## config.mk

```make
export PLATFORM = sky130hd
export DESIGN_NAME = rfa_bank
export DESIGN_NICKNAME = d
export VERILOG_FILES = /design/src/verilog/rfa_pkg.sv /design/src/verilog/rfa_bank.sv
export VERILOG_INCLUDE_DIRS = /design/src /design/src/verilog
export SDC_FILE = /design/constraint.sdc
export NUM_CORES = 1
export LEC_CHECK = 0
export ABC_AREA = 1
export BUFFER_PORTS_ARGS = -buffer_cell sky130_fd_sc_hd__buf_4
export CAP_MARGIN = 10
export CELL_PAD_IN_SITES_DETAIL_PLACEMENT = 1
export CELL_PAD_IN_SITES_GLOBAL_PLACEMENT = 2
export CORE_ASPECT_RATIO = 1.75
export CORE_MARGIN = 2
export CORE_UTILIZATION = 35
export CTS_BUF_LIST = sky130_fd_sc_hd__clkbuf_4
export CTS_CLUSTER_DIAMETER = 40
export DETAILED_ROUTE_END_ITERATION = 7
export PLACE_DENSITY_LB_ADDON = 0.3
export SYNTH_ARGS = -nofsm -noshare
export SYNTH_HDL_FRONTEND = slang
export SYNTH_SLANG_ARGS = --single-unit
```

## constraint.sdc

```tcl
create_clock -name clk_sys -period 1.55 [get_ports clk_sys]
set_clock_uncertainty 0.2 [all_clocks]
set_input_delay 0.0775 -clock clk_sys [delete_from_list [all_inputs] [get_ports clk_sys]]
set_output_delay 0.0775 -clock clk_sys [all_outputs]
set_load 0.05 [all_outputs]
```

## src/verilog/rfa_map.svh

```systemverilog
// register field access constants and functional notes
// Functional notes
// - A read-only field returns its live value and ignores every write.
// - A read-to-clear field returns its value, is cleared after the read, and ignores writes.
// - A write-only field stores writes and always reads back zero.
// - A write-one-to-clear field clears each bit written with one and keeps bits written with zero.
// - A latch-low status bit holds zero after its condition falls until a read releases it.
// - A latch-high status bit holds one after its condition rises until a read releases it.
// - A self-clearing bit goes back to zero by itself after being set, ignores zero writes, and reads back.
// - Signals with an active-low suffix, the chip reset among them, are asserted when low.
// - The host reaches all registers through the management port access path of this bank.
`ifndef RFA_MAP_SVH
`define RFA_MAP_SVH
`define RFA_ADDR_W 3
`define RFA_A_RO 3'h0
`define RFA_A_RC 3'h1
`define RFA_A_WO 3'h2
`define RFA_A_WC 3'h3
`define RFA_A_LL 3'h4
`define RFA_A_LH 3'h5
`define RFA_A_SC 3'h6
`define RFA_A_RSV 3'h7
`define RFA_DW 8
`define RFA_ZERO 8'h00
`define RFA_ONES 8'hff
`define RFA_SC_HOLD 2'h1
`endif

```

## src/verilog/rfa_pkg.sv

```systemverilog
// package for the register field access bank
package rfa_pkg;
  typedef struct packed {
    logic rd;
    logic wr;
    logic [2:0] addr;
    logic [7:0] wdata;
  } rfa_req_t;
  typedef struct packed {
    logic valid;
    logic [7:0] rdata;
  } rfa_rsp_t;
endpackage : rfa_pkg

```

## src/verilog/rfa_bank.sv

```systemverilog
// one bank holding one field of each access type
`timescale 1ns/1ps
`include "rfa_map.svh"
module rfa_bank #(
  parameter int DW = `RFA_DW
) (
  input wire logic clk_sys,
  input wire logic rst_n,
  input wire rfa_pkg::rfa_req_t req,
  input wire logic [DW-1:0] ro_value,
  input wire logic [DW-1:0] rc_event,
  input wire logic [DW-1:0] ll_cond,
  input wire logic [DW-1:0] lh_cond,
  output rfa_pkg::rfa_rsp_t rsp,
  output logic [DW-1:0] wo_value,
  output logic [DW-1:0] sc_pulse
);
  import rfa_pkg::*;

  // reset pipeline; the pin is not timed to clk_sys
  logic rst_s1;
  logic rst_s2;

  // first and second stages of the pin synchronisers
  logic [DW-1:0] ro_s1;
  logic [DW-1:0] ro_s2;
  logic [DW-1:0] ev_s1;
  logic [DW-1:0] ev_s2;
  logic [DW-1:0] ll_s1;
  logic [DW-1:0] ll_s2;
  logic [DW-1:0] lh_s1;
  logic [DW-1:0] lh_s2;

  // field storage, one vector per access type except read-only and write-only
  logic [DW-1:0] rc_q;
  logic [DW-1:0] wc_q;
  logic [DW-1:0] ll_q;
  logic [DW-1:0] lh_q;
  logic [DW-1:0] sc_q;

  // decoded strobes, one per field that reacts to the host
  logic rd_rc;
  logic rd_ll;
  logic rd_lh;
  logic wr_wc;
  logic wr_sc;
  logic wr_wo;

  // true when a strobe hits one field address
  function automatic logic field_hit(
    input logic strobe,
    input logic [`RFA_ADDR_W-1:0] addr,
    input logic [`RFA_ADDR_W-1:0] field
  );
    return strobe && (addr == field);
  endfunction : field_hit

  // reset sync; low on pin means asserted
  always_ff @(posedge clk_sys) begin
    rst_s1 <= ~rst_n;
    rst_s2 <= rst_s1;
  end

  // first stage of every pin synchroniser
  always_ff @(posedge clk_sys) begin
    ro_s1 <= ro_value;
    ev_s1 <= rc_event;
    ll_s1 <= ll_cond;
    lh_s1 <= lh_cond;
  end

  // second stage; only these feed the field logic
  always_ff @(posedge clk_sys) begin
    ro_s2 <= ro_s1;
    ev_s2 <= ev_s1;
    ll_s2 <= ll_s1;
    lh_s2 <= lh_s1;
  end

  // read strobes that carry side effects
  assign rd_rc = field_hit(req.rd, req.addr, `RFA_A_RC);
  assign rd_ll = field_hit(req.rd, req.addr, `RFA_A_LL);
  assign rd_lh = field_hit(req.rd, req.addr, `RFA_A_LH);

  // write strobes; writes to other fields fall on the floor
  assign wr_wc = field_hit(req.wr, req.addr, `RFA_A_WC);
  assign wr_sc = field_hit(req.wr, req.addr, `RFA_A_SC);
  assign wr_wo = field_hit(req.wr, req.addr, `RFA_A_WO);

  // answer flag, one cycle after each read strobe
  always_ff @(posedge clk_sys) begin
    if (rst_s2) begin
      rsp.valid <= 1'b0;
    end else begin
      rsp.valid <= req.rd;
    end
  end

  // read data taken from the old field value, before side effects land
  always_ff @(posedge clk_sys) begin
    if (rst_s2) begin
      rsp.rdata <= `RFA_ZERO;
    end else if (req.rd) begin
      unique case (req.addr)
        `RFA_A_RO: rsp.rdata <= ro_s2;
        `RFA_A_RC: rsp.rdata <= rc_q;
        `RFA_A_WO: rsp.rdata <= `RFA_ZERO;
        `RFA_A_WC: rsp.rdata <= wc_q;
        `RFA_A_LL: rsp.rdata <= ll_q;
        `RFA_A_LH: rsp.rdata <= lh_q;
        `RFA_A_SC: rsp.rdata <= sc_q;
        `RFA_A_RSV: rsp.rdata <= `RFA_ZERO;
      endcase
    end
  end

  // per-bit field behaviour; bits of one field never interact
  for (genvar b = 0; b < DW; b++) begin : g_bit

    // read-to-clear: event sets, completed read clears, set wins
    always_ff @(posedge clk_sys) begin
      if (rst_s2) begin
        rc_q[b] <= 1'b0;
      end else if (ev_s2[b]) begin
        rc_q[b] <= 1'b1;
      end else if (rd_rc) begin
        rc_q[b] <= 1'b0;
      end
    end

    // write-one-to-clear: zero written keeps the bit, event wins
    always_ff @(posedge clk_sys) begin
      if (rst_s2) begin
        wc_q[b] <= 1'b0;
      end else if (ev_s2[b]) begin
        wc_q[b] <= 1'b1;
      end else if (wr_wc && req.wdata[b]) begin
        wc_q[b] <= 1'b0;
      end
    end

    // latch low: a low condition sticks until a read releases it
    always_ff @(posedge clk_sys) begin
      if (rst_s2) begin
        ll_q[b] <= 1'b1;
      end else if (rd_ll) begin
        ll_q[b] <= ll_s2[b];
      end else if (!ll_s2[b]) begin
        ll_q[b] <= 1'b0;
      end
    end

    // latch high: a high condition sticks until a read releases it
    always_ff @(posedge clk_sys) begin
      if (rst_s2) begin
        lh_q[b] <= 1'b0;
      end else if (rd_lh) begin
        lh_q[b] <= lh_s2[b];
      end else if (lh_s2[b]) begin
        lh_q[b] <= 1'b1;
      end
    end

    // self-clearing: a one lives one cycle, a zero write does nothing
    always_ff @(posedge clk_sys) begin
      if (rst_s2) begin
        sc_q[b] <= 1'b0;
      end else if (wr_sc && req.wdata[b]) begin
        sc_q[b] <= 1'b1;
      end else begin
        sc_q[b] <= 1'b0;
      end
    end
  end

  // write-only value; the host cannot read it back
  always_ff @(posedge clk_sys) begin
    if (rst_s2) begin
      wo_value <= `RFA_ZERO;
    end else if (wr_wo) begin
      wo_value <= req.wdata;
    end
  end

  // self-clearing action pulse, mirrors the field's set cycle
  always_ff @(posedge clk_sys) begin
    if (rst_s2) begin
      sc_pulse <= `RFA_ZERO;
    end else if (wr_sc) begin
      sc_pulse <= req.wdata;
    end else begin
      sc_pulse <= `RFA_ZERO;
    end
  end

  // hazards worth knowing for integration:
  // - every pin input lags two cycles, so an event and a read in one
  //   cycle are ordered by the synchroniser, not by the pins
  // - the reset pin acts two cycles late and lets go two cycles late;
  //   the host must leave the bank alone for two edges after release
  // - read and write strobes are never raised together by the host
  // - the read data register keeps its last answer between reads
endmodule : rfa_bank

```

### After elaboration in Yosys (flattened, before gate mapping)

Index checks and enable logic that the tools add are counted.

* register bits after elaboration: 131
* input bits: 47
* output and inout bits: 25
* word-level logic and storage cells: 186

* equality and inequality tests: 15
* multiplexer cells: 66
* bitwise operators: 2
* reduce and logical (&&, ||, !) cells: 49

Operators with widths (count)
* 1-bit two-way mux: 65
* 8-bit one-hot mux with 7 select lines: 1
* 2-bit nonzero test: 24
* 1-bit logical AND: 22
* 2-bit by 1-bit inequality test with 1-bit output, second input constant: 8
* 3-bit equality test, second input constant: 4
* 3-bit by 2-bit equality test with 1-bit output, second input constant: 2
* 2-bit OR reduction: 2
* 3-bit by 1-bit equality test with 1-bit output, second input constant: 1
* 3-bit zero test: 1
* 1-bit NOT: 2

### Logic depth before layout (Yosys ltp)

Gate-level depths: netlist of run 1.

* depth after elaboration: 5
* depth in mapped cells: 9
* mapped depth without buffers: 7

### Least setup slack after synthesis of run 1

No wires, ideal clock.

* path type: reg-to-reg
* start point: register rst_s2
* end point: register sc_pulse[0]
* setup time: 116 ps
* data arrival time: 998 ps
* data required time: 1234 ps
* setup slack: 236 ps
* cell stages (with the launch flop): 6
* path buffers: 2
* period minus slack after synthesis: 1314 ps
* path through: dfxtp_1 clkbuf_1 inv_1 nand4_2 buf_2 nor2_1

* cells in the longest elaborated chain, start to end: 1

Ends and longest elaborated chain
* start: declaration: RTL line rfa_bank.sv:22 `logic rst_s2;`
* start signal: assignment: RTL line rfa_bank.sv:61 `rst_s2 <= rst_s1;`
* 2-bit OR reduction (no line)
* end signal: assignment: RTL line rfa_bank.sv:188 `` sc_pulse <= `RFA_ZERO; ``
* end signal: assignment: RTL line rfa_bank.sv:190 `sc_pulse <= req.wdata;`
* end signal: assignment: RTL line rfa_bank.sv:192 `` sc_pulse <= `RFA_ZERO; ``
* end: declaration: RTL line rfa_bank.sv:16 `output logic [DW-1:0] sc_pulse`

No other way between the ends.
A chain may end at the register's enable or synchronous reset.

### Final worst setup path of run 1

* start point: register rsp[5] (netlist bit)
* end point: output port rsp[5] (netlist bit)

RTL lines
* start: declaration: RTL line rfa_bank.sv:14 `output rfa_pkg::rfa_rsp_t rsp,`

No word-level cell between the ends.

==> reports/summary.md, run 1 <==
Final period utilization: 0.927. Entering global routing, the biggest net connects 34 pins. At the worst endpoint, the arrival time is 1160 ps. The HPWL after detailed placement is 6910 um. The tools report the combined global-route utilization of all metal layers as 0.184.

Setup violations remaining at the end of the flow were counted as 0. Peak clock frequency supported by timing: 696 MHz. The run gives 0 as the reported max-cap violation count.

Traced cell by cell, the critical path runs through buf_4. Async set-or-reset flop fraction in the synthesized netlist: 0. TritonCTS built the clock tree.

The share of Yosys cell area claimed by the top area cell type was 0.663. The final period demand of the worst path is 1440 ps, and the aggregate global routing overflow is 0. The floorplan has 51 rows.

The worst slew slack as a fraction of its limit was 0.720. Ranked by instance count, the synthesized netlist is headed by sky130_fd_sc_hd__dfxtp_1, sky130_fd_sc_hd__inv_1, sky130_fd_sc_hd__nand2_1, sky130_fd_sc_hd__nor2_1, sky130_fd_sc_hd__a21oi_1. After synthesis, the cell types taking the most area are sky130_fd_sc_hd__dfxtp_1, sky130_fd_sc_hd__a21oi_1, sky130_fd_sc_hd__inv_1. The clock-pin slew of the registers on the worst-case setup and hold paths came out at 120 ps. The buffers inserted during post-CTS setup optimization is 0.

The logs give 0.663 for the post-synthesis sequential area ratio and 417 for the number of instances in the synthesized netlist. Setup repair after global routing left no endpoint under its margin. Once detail routing completed, the nets flagged for antenna violations numbered 0. Dividing the detail-routed wire length by the instance count gives 15.1 um.

For this run, the detailed router's first-pass iteration total came to 4. The detailed router finished its first iteration with 96 violations. Slowest cell on the critical path: sky130_fd_sc_hd__dfxtp_1. The count of buffers added on input and output ports is 71.

For this run, design rule violations remaining after detail routing come to 0. The tools report the H-tree depth as 4. The die covers 12,200 um2.

The run finished with clean final reports. The die is 84.4 um wide. At the later pin of the worst-skew pair, clock insertion delay measures 540 ps.

The starting density of the core came out at 0.356. The most numerous cell in the Yosys netlist is sky130_fd_sc_hd__dfxtp_1. The total count of hold-check failures in the final report is 0, and the number of buffers added by the clock tree synthesis step is 17. The combined buffer and inverter count along the critical path was 1. The run gives 623 as the net total in the final layout. The fraction of final layout cells with drive strength greater than 1 works out to 0.209. The clock sink count is 131, and the total nets after synthesis is 464. In this run the clock root is driven by a sky130_fd_sc_hd__clkbuf_4.

The overall power after layout is 6.99 mW. The initial antenna violation count is 1, and the fill cell total of the finished layout is 1,306. The worst vdd rail ir drop is 1220 uV. The critical path is of the flip-flop to primary output type. Pin placement for this block handled 72 I/O pins. Summed over all failing endpoints, the final setup total negative slack is 0 ps.

The maximum buffer depth of the clock tree was 2; the total of flip-flops plus latches after synthesis was 131. The highest net fanout along the worst path works out to 2. STA puts the critical path data required time at 1270 ps.

The congestion estimate from routability-driven global placement came to 0.814. The synthesized design spends more area on one cell type than any other, namely sky130_fd_sc_hd__dfxtp_1. The routed layout has 3,348 vias.

The first global-routing pass estimated 17,100 um of wire. The analysis attributes to cell leakage a power of 2.65 nW. The largest stage delay on the critical path was 400 ps. The Yosys step of the flow raised 0 warnings. The synthesized area per cell was 9.48 um2. For the number of global-route vias before repair, the log shows 3,491. The unique cell type count in the Yosys netlist is 20, and the slew at the pin with the worst max-slew slack is 417 ps. STA classifies the critical path startpoint as a flip-flop.

The number of enable flip-flop cells after synthesis was 0; the worst hold slack was 140 ps. In this design, the largest share of critical-path delay is due to flip-flops. The synthesis-to-finish area growth is 45.6%. The final routed wirelength across all metal layers is 10,900 um. The worst hold path belongs to the class flip-flop to flip-flop. The via density per instance is 4.64. For this design the ratio of total power to cell area is 1210 nW/um2. From bottom edge to top edge, the die measures 145 um. Number of pins with negative max-slew slack in the final report: 0. The floorplan step defined a core boundary enclosing 11,100 um2.

In this run the cell area of the synthesized design comes to 3960 um2. STA classifies the critical path endpoint as a primary output. Top flip-flop cell by instance count after synthesis: sky130_fd_sc_hd__dfxtp_1.
-- power by group --
group	leakage (nW)	total [mW]	switching, mW	internal, mW
clock network	0.183	2.72	1.39	1.33
registers	1.09	3.62	0.0764	3.54
logic	1.38	0.660	0.339	0.321
total	2.65	6.99	1.80	5.19
-- cell type report --
type | count | area [um2] | area share
inverter | 58 | 221 | 0.0385
clock inverter | 15 | 219 | 0.0380
tap | 132 | 165 | 0.0287
antenna | 1 | 2.50 | 0.000435
timing repair buffer | 157 | 1380 | 0.240
multi-input combinational | 211 | 1020 | 0.177
clock buffer | 17 | 128 | 0.0222
sequential | 131 | 2620 | 0.455
-- timing repair --
item                       CTS  global route
setup endpoints to repair    0             2
hold endpoints to repair    98             0
gates resized for setup      0             3
hold buffers                79             0
-- logic make-up after synthesis --
| family | Yosys count | synth area share |
|---|---|---|
| flops | 131 | 0.663 |
| simple gates | 136 | 0.161 |
| compound gates | 75 | 0.0968 |
| buf+inv | 75 | 0.0791 |
-- final timing paths --
path,start,to,slack (ps),depth (start not counted)
worst max-delay path,rsp[5],rsp[5],110,1
worst min-delay path,ll_s1[2],ll_s2[2],140,0
worst max register to register,rst_s2,wo_value[7],370,4
worst min register to register,ll_s1[2],ll_s2[2],140,0
-- metrics by stage --
stage          instance area, um2  worst slack [ps]  std cells  utilization
6_report                     5760               114        722        0.519
3_5_place_dp                 4610              97.4        610        0.415
4_1_cts                      5750              64.0        721        0.518
2_1_floorplan                3960               236        417            -
3_3_place_gp                 4610               142        610        0.415
5_1_grt                      5760              39.0        722        0.519
-- routing by layer --
| layer | share of wire | routed length (um) | vias to the layer above | track usage |
|---|---|---|---|---|
| met2 | 0.56 | 6140 | 57 | 0.350 |
| met3 | 0.030 | 324 | 15 | 0.0531 |
| met5 | 0 | 0 | - | 0 |
| li1 | - | - | 1657 | - |
| met4 | 0.015 | 163 | 0 | 0.0652 |
| met1 | 0.39 | 4250 | 1619 | 0.189 |
-- state kept, by name, summed over array words and instances, names as in the netlist --
register / count
ev_s1: 8
ev_s2: 8
lh_q: 8
lh_s1: 8
lh_s2: 8
ll_q: 8
ll_s1: 8
ll_s2: 8
rc_q: 8
ro_s1: 8
ro_s2: 8
rsp: 9
rst_s1: 1
rst_s2: 1
sc_pulse: 8
sc_q: 8
wc_q: 8
wo_value: 8
-- layout by cell type, fill, tap and decap left out, types with 4 or more instances in the layout --
| cell | n |
|---|---|
| sky130_fd_sc_hd__nand4_2 | 4 |
| sky130_fd_sc_hd__nand3_1 | 13 |
| sky130_fd_sc_hd__dlygate4sd3_1 | 79 |
| sky130_fd_sc_hd__bufinv_16 | 4 |
| sky130_fd_sc_hd__nor2_1 | 49 |
| sky130_fd_sc_hd__a21oi_1 | 40 |
| sky130_fd_sc_hd__buf_4 | 77 |
| sky130_fd_sc_hd__nand2_1 | 49 |
| sky130_fd_sc_hd__clkbuf_4 | 17 |
| sky130_fd_sc_hd__inv_1 | 52 |
| sky130_fd_sc_hd__dfxtp_1 | 131 |
| sky130_fd_sc_hd__o21ai_1 | 4 |
| sky130_fd_sc_hd__inv_2 | 4 |
| sky130_fd_sc_hd__nand4_1 | 17 |
| sky130_fd_sc_hd__o21ai_0 | 28 |
Note: power is estimated with default switching activity, not from simulation.
==> inputs of run 2 (changes only) <==
--- a/config.mk
+++ b/config.mk
@@ -18,6 +18,7 @@
 export CTS_CLUSTER_DIAMETER = 40
 export DETAILED_ROUTE_END_ITERATION = 7
 export PLACE_DENSITY_LB_ADDON = 0.3
+export RECOVER_POWER = 50
 export SYNTH_ARGS = -nofsm -noshare
 export SYNTH_HDL_FRONTEND = slang
 export SYNTH_SLANG_ARGS = --single-unit
==> reports/summary.md, run 2 (synthesis gave the netlist of run 1 again) <==
The die boundary width was 84.4 um (unchanged); the largest stage delay on the critical path was 400 ps (about the same). The tools report the peak clock frequency supported by timing as 699 MHz (+0.41%). The cell type group with the largest total delay on the critical path is flip-flops. The highest net fanout along the worst path works out to 2 (unchanged).

The run gives 6.98 mW (-0.20%) as the overall power after layout. Kind of start point of the critical path: a flip-flop. The total count of hold-check failures in the final report was 0 (unchanged); the clock sink count was 131 (unchanged).

The combined global-route utilization of all metal layers is 0.184 (unchanged), and the via density per instance is 4.62 (-0.33%). The worst endpoint data arrival time is 1150 ps (about the same). The logs give 0 (unchanged) for the count of endpoints failing setup in the final report and 0 (unchanged) for the number of pins with negative max-slew slack in the final report. The run gives 1270 ps (about the same) as the data required time of the critical path.

The worst slew slack as a fraction of its limit was 0.540 (-0.180). The run gives 5760 um2 (about the same) as the final instance area. The most frequent standard cell in the layout excluding fill and tap cells is sky130_fd_sc_hd__dfxtp_1. The run gives 3,491 (unchanged) as the number of global-route vias before repair. The placement-stage worst setup slack is 97.4 ps (unchanged).

The startpoint identified for the worst hold timing path is ll_s1[2]. The maximum buffer depth of the clock tree is 2 (unchanged). The power per standard cell area is 1210 nW/um2 (-0.16%), and the clock-pin slew of the registers on the worst-case setup and hold paths is 120 ps (about the same).

The initial antenna violation count came out at 1 (unchanged). The logs give 17,100 um (unchanged) for the wire length of the first global-routing pass and 3,337 (-0.33%) for the detailed-route via count. The half-perimeter wire length after detailed placement came out at 6910 um (unchanged). The flow ran to the end, and the final reports show no timing, DRC or antenna violations. The placed cell count is 610 (unchanged). The number of buffers added by the clock tree synthesis step is 17 (unchanged). The post-route setup TNS was 0 ps (unchanged).

For the net total in the final layout, the log shows 623 (unchanged). The die outline height came out at 145 um (unchanged). The tools report the fill cell total of the finished layout as 1,306 (unchanged). The top cell types in the final layout, fill and taps aside, are sky130_fd_sc_hd__dfxtp_1, sky130_fd_sc_hd__dlygate4sd3_1, sky130_fd_sc_hd__inv_1. The starting density of the core is 0.356 (unchanged), and the worst vdd rail ir drop is 1220 uV (-0.17%). Count of input and output buffers: 71 (unchanged). The cell depth of the worst flop-to-flop path came out at 2 (-2). The row count was 51 (unchanged); the routed length per placed instance was 15.0 um (-0.44%). Slowest cell on the critical path: sky130_fd_sc_hd__dfxtp_1. The slew at the pin with the worst max-slew slack was 690 ps (+273 ps). The fraction of final layout cells with drive strength greater than 1 was 0.207 (-0.00170); the combined buffer and inverter count along the critical path was 1 (unchanged). The number of top-level pins was 72 (unchanged).

Worst reg2reg path startpoint: rst_s2. The final routed wirelength across all metal layers came out at 10,800 um (-0.44%). The minimum setup slack among reg-to-reg paths was 150 ps (-220 ps). The tools report the first-pass iteration count of the detailed router as 4 (unchanged).

The final cell count without fillers is 722 (unchanged). The worst hold slack is 140 ps (-0.101 ps), and the H-tree depth is 4 (unchanged). The tools report the maximum number of pins on one net before global-route repair as 34 (unchanged). Total placed instance area: 4610 um2 (unchanged). The worst register-to-register path ends at lh_q[7]. The count of nets left with antenna violations after detail routing was 0 (unchanged). More flip-flops sit in one register than any other, and that register is rsp. The tools report the area of the die as 12,200 um2 (unchanged).

The critical path goes through buf_4. TritonCTS built the clock tree. The end point of the worst hold path was ll_s2[2]. The worst hold path cell count was 0 (unchanged).

The residual DRC count was 0 (unchanged); the core utilization of the finished layout was 0.518 (about the same). The weighted congestion reported at the end of routability-driven placement is 0.814 (unchanged). For the insertion delay to the later sink of the worst-skew pair, the log shows 530 ps (about the same).

The tools report the aggregate global routing overflow as 0 (unchanged). Setup repair after global routing left no endpoint under its margin. The first-iteration detailed-routing DRC count is 79 (-18%), and the synthesis-to-finish area growth is 45.5% (about the same). The setup slack of the critical path after layout was 120 ps (+5.90 ps); the final period demand of the worst path was 1430 ps (-5.90 ps). Standby leakage power: 2.65 nW (-0.19%). Flip-flop count of the largest register after layout: 9 (unchanged).

The worst setup path is of the flip-flop to primary output kind. The tools report the kind of end point of the critical path as a primary output. The core area was 11,100 um2 (unchanged). The final period utilization came out at 0.923 (-0.00381).

The tools report the reported max-cap violation count as 0 (unchanged). CTS placed an instance of sky130_fd_sc_hd__clkbuf_4 at the clock tree root. The type of the worst min-delay path is flip-flop to flip-flop.
run 2: cell types whose count changed in the layout (fill, tap and decap cells not counted):
| cell | previous run | this run |
|---|---|---|
| sky130_fd_sc_hd__buf_4 | 77 | 43 |
| sky130_fd_sc_hd__clkbuf_2 | 0 | 1 |
| sky130_fd_sc_hd__inv_1 | 52 | 53 |
| sky130_fd_sc_hd__inv_2 | 4 | 3 |
| sky130_fd_sc_hd__clkbuf_4 | 17 | 50 |
run 2: timing repair:
item	in CTS	in global routing
hold endpoints to repair	98	0
resized for setup	0	3
buffers inserted	0	0
hold buffers	79	0
setup endpoints to repair	0	2
run 2: cell type report:
class                      count  area, um2  area share
inverter                      58        221      0.0385
multi-input combinational    211       1020       0.177
tap                          132        165      0.0287
sequential                   131       2620       0.456
clock inverter                15        219      0.0380
clock buffer                  17        128      0.0222
timing repair buffer         157       1380       0.239
antenna                        1       2.50    0.000435
run 2: how the worst max path moves through the flow:
stage	start	endpoint	slack [ps]	cells past startpoint
after CTS	rsp[5]	rsp[5]	60	1
after global placement	req[8]	rsp[5]	140	7
final	rsp[5]	rsp[5]	120	1
after global routing	req[9]	lh_q[4]	20	7
after floorplan	rst_s2	sc_pulse[0]	240	5
after detailed placement	req[8]	rsp[6]	100	8
run 2: layer usage:
metal	GRT usage	vias up	part of all wire
met5	0	-	0
met3	0.0531	16	0.031
met4	0.0652	0	0.018
met2	0.350	53	0.56
li1	-	1656	-
met1	0.189	1612	0.39
run 2: power breakdown:
part           leakage [nW]  internal (mW)  switching [mW]  total [mW]
logic                  1.37          0.317           0.337       0.654
clock network         0.183           1.33            1.38        2.71
registers              1.09           3.54          0.0764        3.62
